## config.mk

```make
export PLATFORM = sky130hd
export DESIGN_NAME = fsr_register_bank
export DESIGN_NICKNAME = d
export VERILOG_FILES = /design/src/hw/fsr_pkg.sv /design/src/hw/fsr_gate_if.sv /design/src/hw/fsr_access_gate.sv /design/src/hw/fsr_status_flags.sv /design/src/hw/fsr_register_bank.sv
export SDC_FILE = /design/constraint.sdc
export NUM_CORES = 1
export LEC_CHECK = 0
export ABC_AREA = 0
export BUFFER_PORTS_ARGS = -buffer_cell sky130_fd_sc_hd__buf_2
export CAP_MARGIN = 10
export CORE_MARGIN = 3
export CORE_UTILIZATION = 43
export DETAILED_ROUTE_END_ITERATION = 7
export PLACE_DENSITY = 0.76
export SYNTH_ARGS = -nofsm -noshare
export SYNTH_HDL_FRONTEND = slang
export SYNTH_SLANG_ARGS = --single-unit
```

## constraint.sdc

```tcl
create_clock -name clock -period 1.8 [get_ports clock]
set_clock_uncertainty 0.2 [all_clocks]
set_input_delay 0.27 -clock clock [delete_from_list [all_inputs] [get_ports clock]]
set_output_delay 0.27 -clock clock [all_outputs]
set_load 0.05 [all_outputs]
```

## src/hw/fsr_pkg.sv

```systemverilog
package fsr_pkg;

    // ------------------------------------------------------------
    // Register selectors on the transfer port
    // ------------------------------------------------------------
    typedef enum logic [2:0] {
        FSR_SEL_IDENTITY = 3'h0,
        FSR_SEL_STATUS   = 3'h1,
        FSR_SEL_FEAT_LO  = 3'h6,
        FSR_SEL_FEAT_HI  = 3'h7,
        FSR_SEL_ENABLE   = 3'h2,
        FSR_SEL_EXC_INST = 3'h3,
        FSR_SEL_EXC_INS2 = 3'h4,
        FSR_SEL_RSVD     = 3'h5
    } fsr_sel_t;

    // ------------------------------------------------------------
    // Constant register values
    // ------------------------------------------------------------
    localparam logic [31:0] FSR_FEAT_LO_VAL = 32'h10110221;
    localparam logic [31:0] FSR_FEAT_HI_VAL = 32'h11000011;
    localparam logic [31:0] FSR_STATUS_RST = 32'h00000000;
    localparam logic [31:0] FSR_ENABLE_RST = 32'h00000000;
    // Writable status/control bits: flags, half format, NaN, flush, rounding, stride, length,
    // exceptions
    localparam logic [31:0] FSR_STATUS_WMASK = 32'hF7F7009F;
    localparam logic [31:0] FSR_EXC_MASK = 32'h0000009F;

    // ------------------------------------------------------------
    // Field positions
    // ------------------------------------------------------------
    localparam int FSR_FLAG_N = 31;
    localparam int FSR_FLAG_Z = 30;
    localparam int FSR_FLAG_C = 29;
    localparam int FSR_FLAG_V = 28;
    localparam int FSR_ALT_HALF_BIT = 26;
    localparam int FSR_DEF_NAN_BIT = 25;
    localparam int FSR_FLUSH_BIT = 24;
    localparam int FSR_RND_LO = 22;
    localparam int FSR_EN_BIT = 30;
    localparam int FSR_BOUNCE_BIT = 29;
    localparam int FSR_NS_SLOT_LO = 10;
    localparam int FSR_CPA_LO = 20;
    localparam int FSR_ID_EMUL_BIT = 23;

    // ------------------------------------------------------------
    // Coprocessor access encodings (two bits per slot)
    // ------------------------------------------------------------
    localparam logic [1:0] FSR_CPA_NONE = 2'h0;
    localparam logic [1:0] FSR_CPA_PRIV = 2'h1;
    localparam logic [1:0] FSR_CPA_FULL = 2'h3;

    // Rounding directions
    typedef enum logic [1:0] {
        FSR_RND_NEAREST = 2'h0,
        FSR_RND_PLUS    = 2'h1,
        FSR_RND_MINUS   = 2'h2,
        FSR_RND_ZERO    = 2'h3
    } fsr_rnd_t;

    // Comparison outcome from the datapath
    typedef enum logic [1:0] {
        FSR_CMP_LESS    = 2'h0,
        FSR_CMP_EQUAL   = 2'h1,
        FSR_CMP_GREATER = 2'h2,
        FSR_CMP_UNORD   = 2'h3
    } fsr_cmp_t;

endpackage : fsr_pkg

```

## src/hw/fsr_gate_if.sv

```systemverilog
`timescale 1ns/1ps
interface fsr_gate_if;
    import fsr_pkg::*;
    logic [3:0] slot_access;
    logic [1:0] ns_slots;
    logic secure;
    logic privileged;
    logic enabled;
    logic is_write;
    fsr_sel_t sel;
    logic permit;
    logic fp_permit;
    modport bank (output slot_access, ns_slots, secure, privileged, enabled, is_write, sel,
                  input permit, fp_permit);
    modport gate (input slot_access, ns_slots, secure, privileged, enabled, is_write, sel,
                  output permit, fp_permit);
endinterface : fsr_gate_if

```

## src/hw/fsr_access_gate.sv

```systemverilog
`timescale 1ns/1ps
module fsr_access_gate
    import fsr_pkg::*;
(
    fsr_gate_if.gate gi
);

    // Slot permission check, used for both the register and instruction paths
    function automatic logic fsr_slot_ok(input logic [1:0] acc, input logic priv);
        fsr_slot_ok = (acc == FSR_CPA_FULL) || (priv && acc == FSR_CPA_PRIV);
    endfunction : fsr_slot_ok

    logic slots_ok;
    logic ns_ok;

    // Both slots must agree; mismatch is unpredictable so taking the AND is safe
    assign slots_ok = fsr_slot_ok(gi.slot_access[1:0], gi.privileged)
                      && fsr_slot_ok(gi.slot_access[3:2], gi.privileged);
    assign ns_ok = gi.secure || (gi.ns_slots == 2'h3);

    // Per-mode permission matrix
    always_comb begin
        gi.permit = 1'b0;
        if (slots_ok && ns_ok) begin
            case (gi.sel)
                FSR_SEL_STATUS: gi.permit = gi.enabled;
                FSR_SEL_IDENTITY, FSR_SEL_ENABLE: gi.permit = gi.privileged;
                FSR_SEL_FEAT_LO, FSR_SEL_FEAT_HI: gi.permit = gi.privileged && !gi.is_write;
                default: gi.permit = 1'b0;
            endcase
        end
    end

    // Ordinary floating-point instructions need enable too
    assign gi.fp_permit = slots_ok && ns_ok && gi.enabled;

endmodule : fsr_access_gate

```

## src/hw/fsr_status_flags.sv

```systemverilog
`timescale 1ns/1ps
module fsr_status_flags
    import fsr_pkg::*;
(
    input wire logic clock,
    input wire logic rst,
    input wire logic wr_en,
    input wire logic [31:0] wr_data,
    input wire logic cmp_valid,
    input wire fsr_cmp_t cmp_result,
    input wire logic exc_valid,
    input wire logic [7:0] exc_flags,
    output logic [31:0] status_q
);

    logic [31:0] status_d;
    logic [3:0] cmp_nzcv;

    // Comparison outcome to condition flags
    always_comb begin
        case (cmp_result)
            FSR_CMP_LESS: cmp_nzcv = 4'h8;
            FSR_CMP_EQUAL: cmp_nzcv = 4'h6;
            FSR_CMP_GREATER: cmp_nzcv = 4'h2;
            default: cmp_nzcv = 4'h3;
        endcase
    end

    // Software write first, then hardware events on top so a set is never lost
    always_comb begin
        status_d = status_q;
        if (wr_en) begin
            status_d = wr_data & FSR_STATUS_WMASK;
        end
        if (cmp_valid) begin
            status_d[FSR_FLAG_N:FSR_FLAG_V] = cmp_nzcv;
        end
        if (exc_valid) begin
            status_d = status_d | ({24'h0, exc_flags} & FSR_EXC_MASK);
        end
    end

    // Status/control word storage
    always_ff @(posedge clock) begin
        if (rst) begin
            status_q <= FSR_STATUS_RST;
        end else begin
            status_q <= status_d;
        end
    end

endmodule : fsr_status_flags

```

## src/hw/fsr_register_bank.sv

```systemverilog
`timescale 1ns/1ps
module fsr_register_bank
    import fsr_pkg::*;
#(
    parameter logic [7:0] IMPLEMENTER = 8'h5A, // Arbitrary value
    parameter logic [6:0] SUBARCH = 7'h02,
    parameter logic [7:0] PART = 8'hA5, // Arbitrary value
    parameter logic [3:0] VARIANT = 4'h1, // Arbitrary value
    parameter logic [3:0] REVISION = 4'h0 // Arbitrary value
) (
    input wire logic clock,
    input wire logic rst,
    input wire logic req_valid,
    input wire logic req_write,
    input wire logic [2:0] req_sel,
    input wire logic [31:0] req_wdata,
    input wire logic req_privileged,
    input wire logic req_secure,
    input wire logic [3:0] coproc_access_ctrl,
    input wire logic [1:0] nonsecure_access_ctrl,
    input wire logic fp_instr_valid,
    input wire logic undef_other,
    input wire logic vector_op,
    input wire logic cmp_valid,
    input wire logic [1:0] cmp_result,
    input wire logic exc_valid,
    input wire logic [7:0] exc_flags,
    output logic resp_valid,
    output logic resp_undef,
    output logic [31:0] resp_rdata,
    output logic fp_instr_undef,
    output logic alt_half_precision,
    output logic default_nan_mode,
    output logic flush_to_zero,
    output logic [1:0] rounding_select,
    output logic toward_zero_rounding,
    output logic unit_enabled
);

    // ------------------------------------------------------------
    // Local state
    // ------------------------------------------------------------
    typedef enum logic [1:0] {
        FSR_ST_IDLE = 2'b00,
        FSR_ST_RESP = 2'b01
    } fsr_state_t;

    fsr_gate_if gi ();
    fsr_state_t state_q;
    logic en_q;
    logic bounce_q;
    logic [31:0] status_q;
    logic [31:0] identity_w;
    logic [31:0] enable_w;
    logic [31:0] rdata_d;
    logic status_wr;
    logic take;
    fsr_sel_t sel_w;

    assign sel_w = fsr_sel_t'(req_sel);
    assign take = req_valid && (state_q == FSR_ST_IDLE);

    // ------------------------------------------------------------
    // Access gating
    // ------------------------------------------------------------
    assign gi.slot_access = coproc_access_ctrl;
    assign gi.ns_slots = nonsecure_access_ctrl;
    assign gi.secure = req_secure;
    assign gi.privileged = req_privileged;
    assign gi.enabled = en_q;
    assign gi.is_write = req_write;
    assign gi.sel = sel_w;

    fsr_access_gate u_gate (
        .gi(gi.gate)
    );

    // ------------------------------------------------------------
    // Register contents
    // ------------------------------------------------------------
    // Identity is built from parameters; software-emulation bit is zero (pure hardware)
    assign identity_w = {IMPLEMENTER, 1'b0, SUBARCH, PART, VARIANT, REVISION};
    // Only enable and bounce bits exist; the rest read zero
    assign enable_w = {1'b0, en_q, bounce_q, 29'h0};

    assign status_wr = take && req_write && gi.permit && (sel_w == FSR_SEL_STATUS);

    fsr_status_flags u_flags (
        .clock(clock),
        .rst(rst),
        .wr_en(status_wr),
        .wr_data(req_wdata),
        .cmp_valid(cmp_valid),
        .cmp_result(fsr_cmp_t'(cmp_result)),
        .exc_valid(exc_valid),
        .exc_flags(exc_flags),
        .status_q(status_q)
    );

    // Global enable bit, written only through a permitted transfer
    always_ff @(posedge clock) begin
        if (rst) begin
            en_q <= FSR_ENABLE_RST[FSR_EN_BIT];
        end else if (take && req_write && gi.permit && sel_w == FSR_SEL_ENABLE) begin
            en_q <= req_wdata[FSR_EN_BIT];
        end
    end

    // Bounce flag: vector ops set it, other undefined exceptions clear it.
    // A software write loses to a same-cycle hardware event.
    always_ff @(posedge clock) begin
        if (rst) begin
            bounce_q <= FSR_ENABLE_RST[FSR_BOUNCE_BIT];
        end else if (fp_instr_valid && vector_op) begin
            bounce_q <= 1'b1;
        end else if (undef_other || (fp_instr_valid && !gi.fp_permit)) begin
            bounce_q <= 1'b0;
        end else if (take && req_write && gi.permit && sel_w == FSR_SEL_ENABLE) begin
            bounce_q <= req_wdata[FSR_BOUNCE_BIT];
        end
    end

    // ------------------------------------------------------------
    // Read mux
    // ------------------------------------------------------------
    always_comb begin
        case (sel_w)
            FSR_SEL_IDENTITY: rdata_d = identity_w;
            FSR_SEL_STATUS: rdata_d = status_q;
            FSR_SEL_FEAT_LO: rdata_d = FSR_FEAT_LO_VAL;
            FSR_SEL_FEAT_HI: rdata_d = FSR_FEAT_HI_VAL;
            FSR_SEL_ENABLE: rdata_d = enable_w;
            default: rdata_d = 32'h00000000;
        endcase
    end

    // ------------------------------------------------------------
    // Transfer handshake: one request, one response a cycle later
    // ------------------------------------------------------------
    always_ff @(posedge clock) begin
        if (rst) begin
            state_q <= FSR_ST_IDLE;
        end else begin
            case (state_q)
                FSR_ST_IDLE: begin
                    if (req_valid) begin
                        state_q <= FSR_ST_RESP;
                    end
                end
                FSR_ST_RESP: state_q <= FSR_ST_IDLE;
                default: state_q <= FSR_ST_IDLE;
            endcase
        end
    end

    // Response registers; refused access returns zero data with undef raised
    always_ff @(posedge clock) begin
        if (rst) begin
            resp_valid <= 1'b0;
            resp_undef <= 1'b0;
            resp_rdata <= 32'h00000000;
        end else begin
            resp_valid <= take;
            resp_undef <= take && !gi.permit;
            if (take && gi.permit && !req_write) begin
                resp_rdata <= rdata_d;
            end else if (take) begin
                resp_rdata <= 32'h00000000;
            end
        end
    end

    // Instruction gating: disabled or denied instructions are undefined
    always_ff @(posedge clock) begin
        if (rst) begin
            fp_instr_undef <= 1'b0;
        end else begin
            fp_instr_undef <= fp_instr_valid && (!gi.fp_permit || vector_op);
        end
    end

    // Control fields to the datapath, registered
    always_ff @(posedge clock) begin
        if (rst) begin
            alt_half_precision <= 1'b0;
            default_nan_mode <= 1'b0;
            flush_to_zero <= 1'b0;
            rounding_select <= FSR_RND_NEAREST;
            toward_zero_rounding <= 1'b0;
            unit_enabled <= 1'b0;
        end else begin
            alt_half_precision <= status_q[FSR_ALT_HALF_BIT];
            default_nan_mode <= status_q[FSR_DEF_NAN_BIT];
            flush_to_zero <= status_q[FSR_FLUSH_BIT];
            rounding_select <= status_q[FSR_RND_LO+:2];
            toward_zero_rounding <= (status_q[FSR_RND_LO+:2] == FSR_RND_ZERO);
            unit_enabled <= en_q;
        end
    end

    // Stride and length bits are stored but drive nothing: no vector mode

endmodule : fsr_register_bank

```

; Word level (Yosys, flattened, before mapping)
; Index checks and enable logic that the tools add are counted.
[classes]
addsub = 0
n_reduce_logical = 33
n_div = 0
eq_ne = 12
mux = 12
n_mul = 0
shifts = 0
bitwise_logic = 2
order_cmp = 0
[op_table]
columns = cell, count
row1 = $pmux 32 s5, 1
row2 = $mux 32, 4
row3 = $or 32x8->32, 1
row4 = $logic_and 1x1->1, 17
row5 = $pmux 4 s3, 1
row6 = $eq 2x2->1 const B, 5
row7 = $eq 2x1->1 const B, 3
row8 = $eq 3x3->1 const B, 2
row9 = $reduce_or 2->1, 3
row10 = $logic_or 1x1->1, 5
row11 = $logic_not 2->1, 2
row12 = $mux 1, 4
row13 = $mux 4, 1
row14 = $eq 3x1->1 const B, 1
row15 = $eq 3x2->1 const B, 1
row16 = $logic_not 1->1, 3
row17 = $logic_not 3->1, 1
row18 = $pmux 1 s3, 1
row19 = $reduce_bool 3->1, 1
row20 = $reduce_bool 2->1, 1
row21 = $not 1->1, 1
[totals]
mem_bits_rw = 0
in_bits = 62
mem_count = 0
mem_bits_ro = 0
reg_bits = 77
out_inout_bits = 42
latchBits = 0

; Depth between registers and ports, before layout
[depth]
ltp_word = 12
ltp_mapped = 6

; Cells and area by module
; From an unflattened synthesis, not the netlist that was laid out.
[unflattened]
cells_unflattened = 285
area_unflattened_um2 = 2662.6
[modules_own_cells]
columns = mod, n_inst, area_per_inst_um2, seq_area_each_um2, cells_per_inst
row1 = fsr_register_bank, 1, 1710.4, 900.9, 183
row2 = fsr_status_flags, 1, 892.1, 400.4, 91
row3 = fsr_access_gate, 1, 60.1, 0.0, 11

; Worst setup path before layout
; No wires, ideal clock.
[synth_timing]
path_type = input port to flip-flop
start = in req_sel[2]
end = reg u_flags.status_q[28]
path_stages = 6
setup_ns = 0.122
n_path_buf = 2
path_slack_ns = -0.029
arrival_time_ns = 1.507
cell_sequence = buf_6 > and4bb_2 > o311ai_4 > or2_1 > buf_2 > o311a_1
[synth_between]
elab_chain_len = 10
word_cells_on_any_way = 15
cone_classes = 4 x eq/ne / 5 x mux / 1 x bitwise / 5 x reduce/logical
[synth_rtl]
columns = element, line
row1 = from (decl), fsr_register_bank.sv:15  ; input wire logic [2:0] req_sel,
row2 = "$eq 3x3->1, or another cell as far along", fsr_access_gate.sv:25  ; case (gi.sel)
row3 = $reduce_or 2->1, fsr_access_gate.sv:25
row4 = $pmux 1 s3, fsr_access_gate.sv:25
row5 = $mux 1, fsr_access_gate.sv:24  ; if (slots_ok && ns_ok) begin
row6 = $logic_and 1x1->1, fsr_register_bank.sv:86  ; assign status_wr = take && req_write && gi.permit && (sel_w == FSR_SEL_STATUS);
row7 = $logic_and 1x1->1 (*), fsr_register_bank.sv:86
row8 = $mux 32 (*), fsr_status_flags.sv:32  ; if (wr_en) begin
row9 = $mux 4 (*), fsr_status_flags.sv:35  ; if (cmp_valid) begin
row10 = $or 32x8->32, fsr_status_flags.sv:39  ; status_d = status_d | ({24'h0, exc_flags} & FSR_EXC_MASK);
row11 = $mux 32 (*), fsr_status_flags.sv:38  ; if (exc_valid) begin
row12 = to (signal assigned), fsr_status_flags.sv:48  ; status_q <= status_d;
row13 = to (decl), fsr_status_flags.sv:13  ; output logic [31:0] status_q
; Every way passes the cells marked *; elsewhere a longest branch is shown, timed or not.
; A chain may end at the register's enable or synchronous reset.

; Final worst setup path
[layout_timing]
start = reg en_q
end = reg en_q
[layout_between]
elab_chain_len = 4
[layout_rtl]
columns = element, line
row1 = from (decl), fsr_register_bank.sv:50  ; logic en_q;
row2 = from (signal assigned), fsr_register_bank.sv:103  ; en_q <= FSR_ENABLE_RST[FSR_EN_BIT];
row3 = from (signal assigned), fsr_register_bank.sv:105  ; en_q <= req_wdata[FSR_EN_BIT];
row4 = $pmux 1 s3, fsr_access_gate.sv:25
row5 = $mux 1, fsr_access_gate.sv:24
row6 = $logic_and 1x1->1 (2 in series), fsr_register_bank.sv:104  ; end else if (take && req_write && gi.permit && sel_w == FSR_SEL_ENABLE) begin
; Every way passes these cells.

==> results by stage <==
Status:
- The run finished with clean final reports.

Logic synthesis:
- The distinct cell type count of the synthesized netlist is 44.
- The post-synthesis sequential element count is 55.
- The mean cell area of the mapped netlist is 8.64 um2.
- The sequential element share of the synthesized area is 44.7%.
- Summing every instance area after synthesis gives 2460 um2.
- The number of warnings printed during yosys synthesis is 0.
- In the synthesized netlist, the number of instances is 285.

Layout:
- The most frequent standard cell in the layout excluding fill and tap cells is buf_2.
- The final-stage net count is 431.
- The post-route cell area is 3180 um2.
- The number of antenna diodes in the final layout is 0.
- Leaving out fill and tap cells, the most frequent cells in the layout are buf_2, dfxtp_1, a21oi_1, nand4_1, buf_4.
- The count of cells in the finished layout, fillers not included, comes to 440.
- Relative to the synthesized area, the layout overhead comes to 29.2%.
- The post-route netlist has 35.4% of its cells at a drive strength greater than 1.

Clock tree:
- In this run the deepest clock path goes through 2 buffers.
- The number of setup buffers added after CTS is 0.
- At the later pin of the worst-skew pair, clock insertion delay measures between 300 and 400 ps.
- The CTS tree is done.
- Counting every sink on the clock net gives 55.
- The H-tree depth is 2.
- The tree is rooted in a clkbuf_8.
- After clock tree synthesis, the clock-pin slew on the worst setup and hold paths is 110 ps.
- In this run, CTS created clock tree buffers numbering 5.

Setup path:
- The required time at the endpoint of the critical path is between 1500 and 2000 ps.
- STA classifies the critical path startpoint as a flip-flop.
- By startpoint and endpoint, the worst setup path is classified as reg -> reg.
- The maximum net fanout on the critical path is 14.
- STA classifies the critical path endpoint as a flip-flop.
- The endpoint identified for the worst register-to-register timing path is en_q.
- The worst-case reg-to-reg path depth is 5.
- The worst flop-to-flop path startpoint is en_q.
- At the worst endpoint, the arrival time is 1760 ps.
- Across all register-to-register paths, the minimum setup slack is 80 ps.

GRT:
- The most used routing layer is met2.
- The first global-routing pass estimated 10700 um of wire.
- The number of global-route vias before repair was 2291.
- For met3 alone, demand over resource in global routing was 4.28%.
- The number of antenna violations at the first check in global routing is 0.
- Global routing consumed, over all layers together, 20.6% of the routing resources.
- The largest net degree at the start of global routing is 25.
- The met1 demand-to-capacity share in global routing is 26.3%.
- The remaining global-route overflow is 0.
- The global routing usage on met2 is between 30% and 40%.

Drt:
- The routed wire length per instance is 15.4 um.
- The overall routed net length is 6780 um.
- In the routed layout, each cell is associated on average with a via count of roughly 5.6.
- The via count is 2450.
- The remaining design rule violation count is 0.
- The detail route stage leaves a number of antenna-violating nets equal to 0.
- The detailed router finished its first iteration with 155 violations.
- The total iterations of the first detailed-routing run is 4.

Power:
- The leakage power of the design is 1.31 nW.
- IR analysis of the VDD net gives a maximum drop of 424 uV.
- Dividing total power by cell area gives a power density of 750 nW/um2.

Min path:
- The worst hold path was traced through 2 stages.
- The hold path startpoint is req_wdata[31].
- The type of the tightest min-delay check is in -> reg.
- For hold timing, the worst endpoint is u_flags.status_q[31].

Die:
- During I/O placement, the number of pins put on the boundary was between 100 and 150.
- The core region area is 5340 um2.
- The initial core utilization is 46.2%.
- Row generation in the floorplan step produced 26 rows.
- The area enclosed by the die boundary is 6670 um2.
- The vertical die dimension is 81.7 um.
- Measured along the x axis, the die boundary spans 81.7 um.

Place:
- Detailed placement finished with a half-perimeter wire length of about 4800 um.
- Buffers placed on the I/O ports in this run total 84.
- The cell area reported after detailed placement is 2980 um2.
- The total placed cells including tap cells is 429.
- The final weighted congestion of routability-driven global placement is 0.783.

STA:
- For this run, the top clock speed supported by timing is about 580 MHz.
- After layout, the worst path uses 95.4% of the clock period.
- The post-layout minimum cycle time is 1720 ps.
- The max-slew violation count is 0.
- Setup violations remaining at the end of the flow were counted as 0.
- The final number of hold-violating endpoints came to 0.
- Setup repair after global routing left no endpoint under its margin.
- The final-layout worst hold slack is 1.18 ps.

Run:
- The tool flagged a number of max-cap violations equal to 0.
-- metrics by stage --
step                      setup TNS, ps  util (%)  power (mW)  setup slack (ps)
final                                 0      59.6        2.39              83.6
after global routing                  0      59.6        2.47              3.32
after CTS                             0      58.5        2.38              14.8
after detailed placement           -635      55.8        1.56              -138
after global placement             -248      55.8        1.55             -54.5
after floorplan                       0         -        1.45              5.51
-- per-layer routing --
| metal | vias up | share of wire, % |
|---|---|---|
| li1 | 1203 | - |
| met1 | 1159 | 44 |
| met2 | 82 | 48 |
| met4 | 0 | 1.2 |
| met5 | - | 0 |
| met3 | 6 | 6.9 |
-- power by group --
part / switching (mW) / internal (mW) / leakage [nW]
clock: 0.421 / 0.415 / 0.0581
sequential: 0.0111 / 1.24 / 0.447
combinational: 0.188 / 0.113 / 0.809
-- worst max-delay path: stages, from the launching register on --
cell and delay (ps):
dfxtp_2 350, and4bb_2 300, o311ai_4 110, buf_6 190, or3_1 350, a21oi_1 150
-- repair_timing --
| action | CTS | global route |
|---|---|---|
| gates resized for setup | 1 | 15 |
| setup endpoints to repair | 1 | 8 |
| hold buffers | 3 | 0 |
| pin swaps | 0 | 0 |
| hold endpoints to repair | 3 | 0 |
-- registers in the layout, indices dropped and copies added, names as in the netlist --
signal	count
u_flags.status_q	20
default_nan_mode	1
unit_enabled	1
en_q	1
flush_to_zero	1
bounce_q	1
resp_rdata	22
resp_valid	1
state_q	1
toward_zero_rounding	1
fp_instr_undef	1
resp_undef	1
alt_half_precision	1
rounding_select	2
-- Yosys cell counts, drive strengths merged --
master,n,share of area [%]
a2111oi,6,2.1
a211oi,6,1.8
a21boi,1,0.30
a21o,2,0.61
a21oi,40,8.1
a22o,1,0.36
a32o,1,0.41
a32oi,6,2.1
and2,2,0.51
and3b,1,0.36
and4,1,0.36
and4b,1,0.41
and4bb,1,0.51
buf,20,5.5
clkbuf,17,2.6
conb,1,0.15
dfxtp,55,45
inv,6,0.91
nand2,19,2.9
nand2b,3,0.76
nand3,3,0.81
nand4,23,5.8
nor2,20,3.0
nor2b,8,2.0
nor3,1,0.20
nor3b,2,1.3
nor4,1,0.25
o2111ai,4,1.4
o21ai,17,3.5
o221ai,1,0.36
o22ai,1,0.25
o2bb2ai,2,0.71
o311a,5,2.0
o311ai,1,1.1
o41ai,1,0.36
or2,3,0.76
or3,2,0.51
-- cell type report --
| type | instances | area (um2) |
|---|---|---|
| fill | 501 | 2150 |
| multi-input combinational | 191 | 1220 |
| sequential | 55 | 1100 |
| timing repair buffer | 110 | 639 |
| tap | 70 | 87.6 |
| clock buffer | 5 | 68.8 |
| clock inverter | 3 | 43.8 |
| inverter | 6 | 22.5 |
-- worst max-delay path by stage --
| stage | start | endpoint | slack [ps] | cells after the start |
|---|---|---|---|---|
| 6_report | en_q | en_q | 80 | 5 |
| 5_1_grt | en_q | en_q | 3 | 5 |
| 4_1_cts | en_q | u_flags.status_q[2] | 10 | 5 |
| 3_5_place_dp | req_sel[2] | u_flags.status_q[2] | -140 | 6 |
| 3_3_place_gp | req_sel[2] | u_flags.status_q[3] | -50 | 6 |
| 2_1_floorplan | req_sel[2] | u_flags.status_q[28] | 6 | 6 |
-- logic make-up (layout without fill, tap and decap cells) --
family | Yosys count | after routing | share of synthesized area [%]
compound gates | 95 | 95 | 25.5
buf+inv | 43 | 124 | 9.09
other cells | 1 | 5 | 0.152
flops | 55 | 55 | 44.7
simple gates | 91 | 91 | 20.5
(Power assumes the default switching activity.)
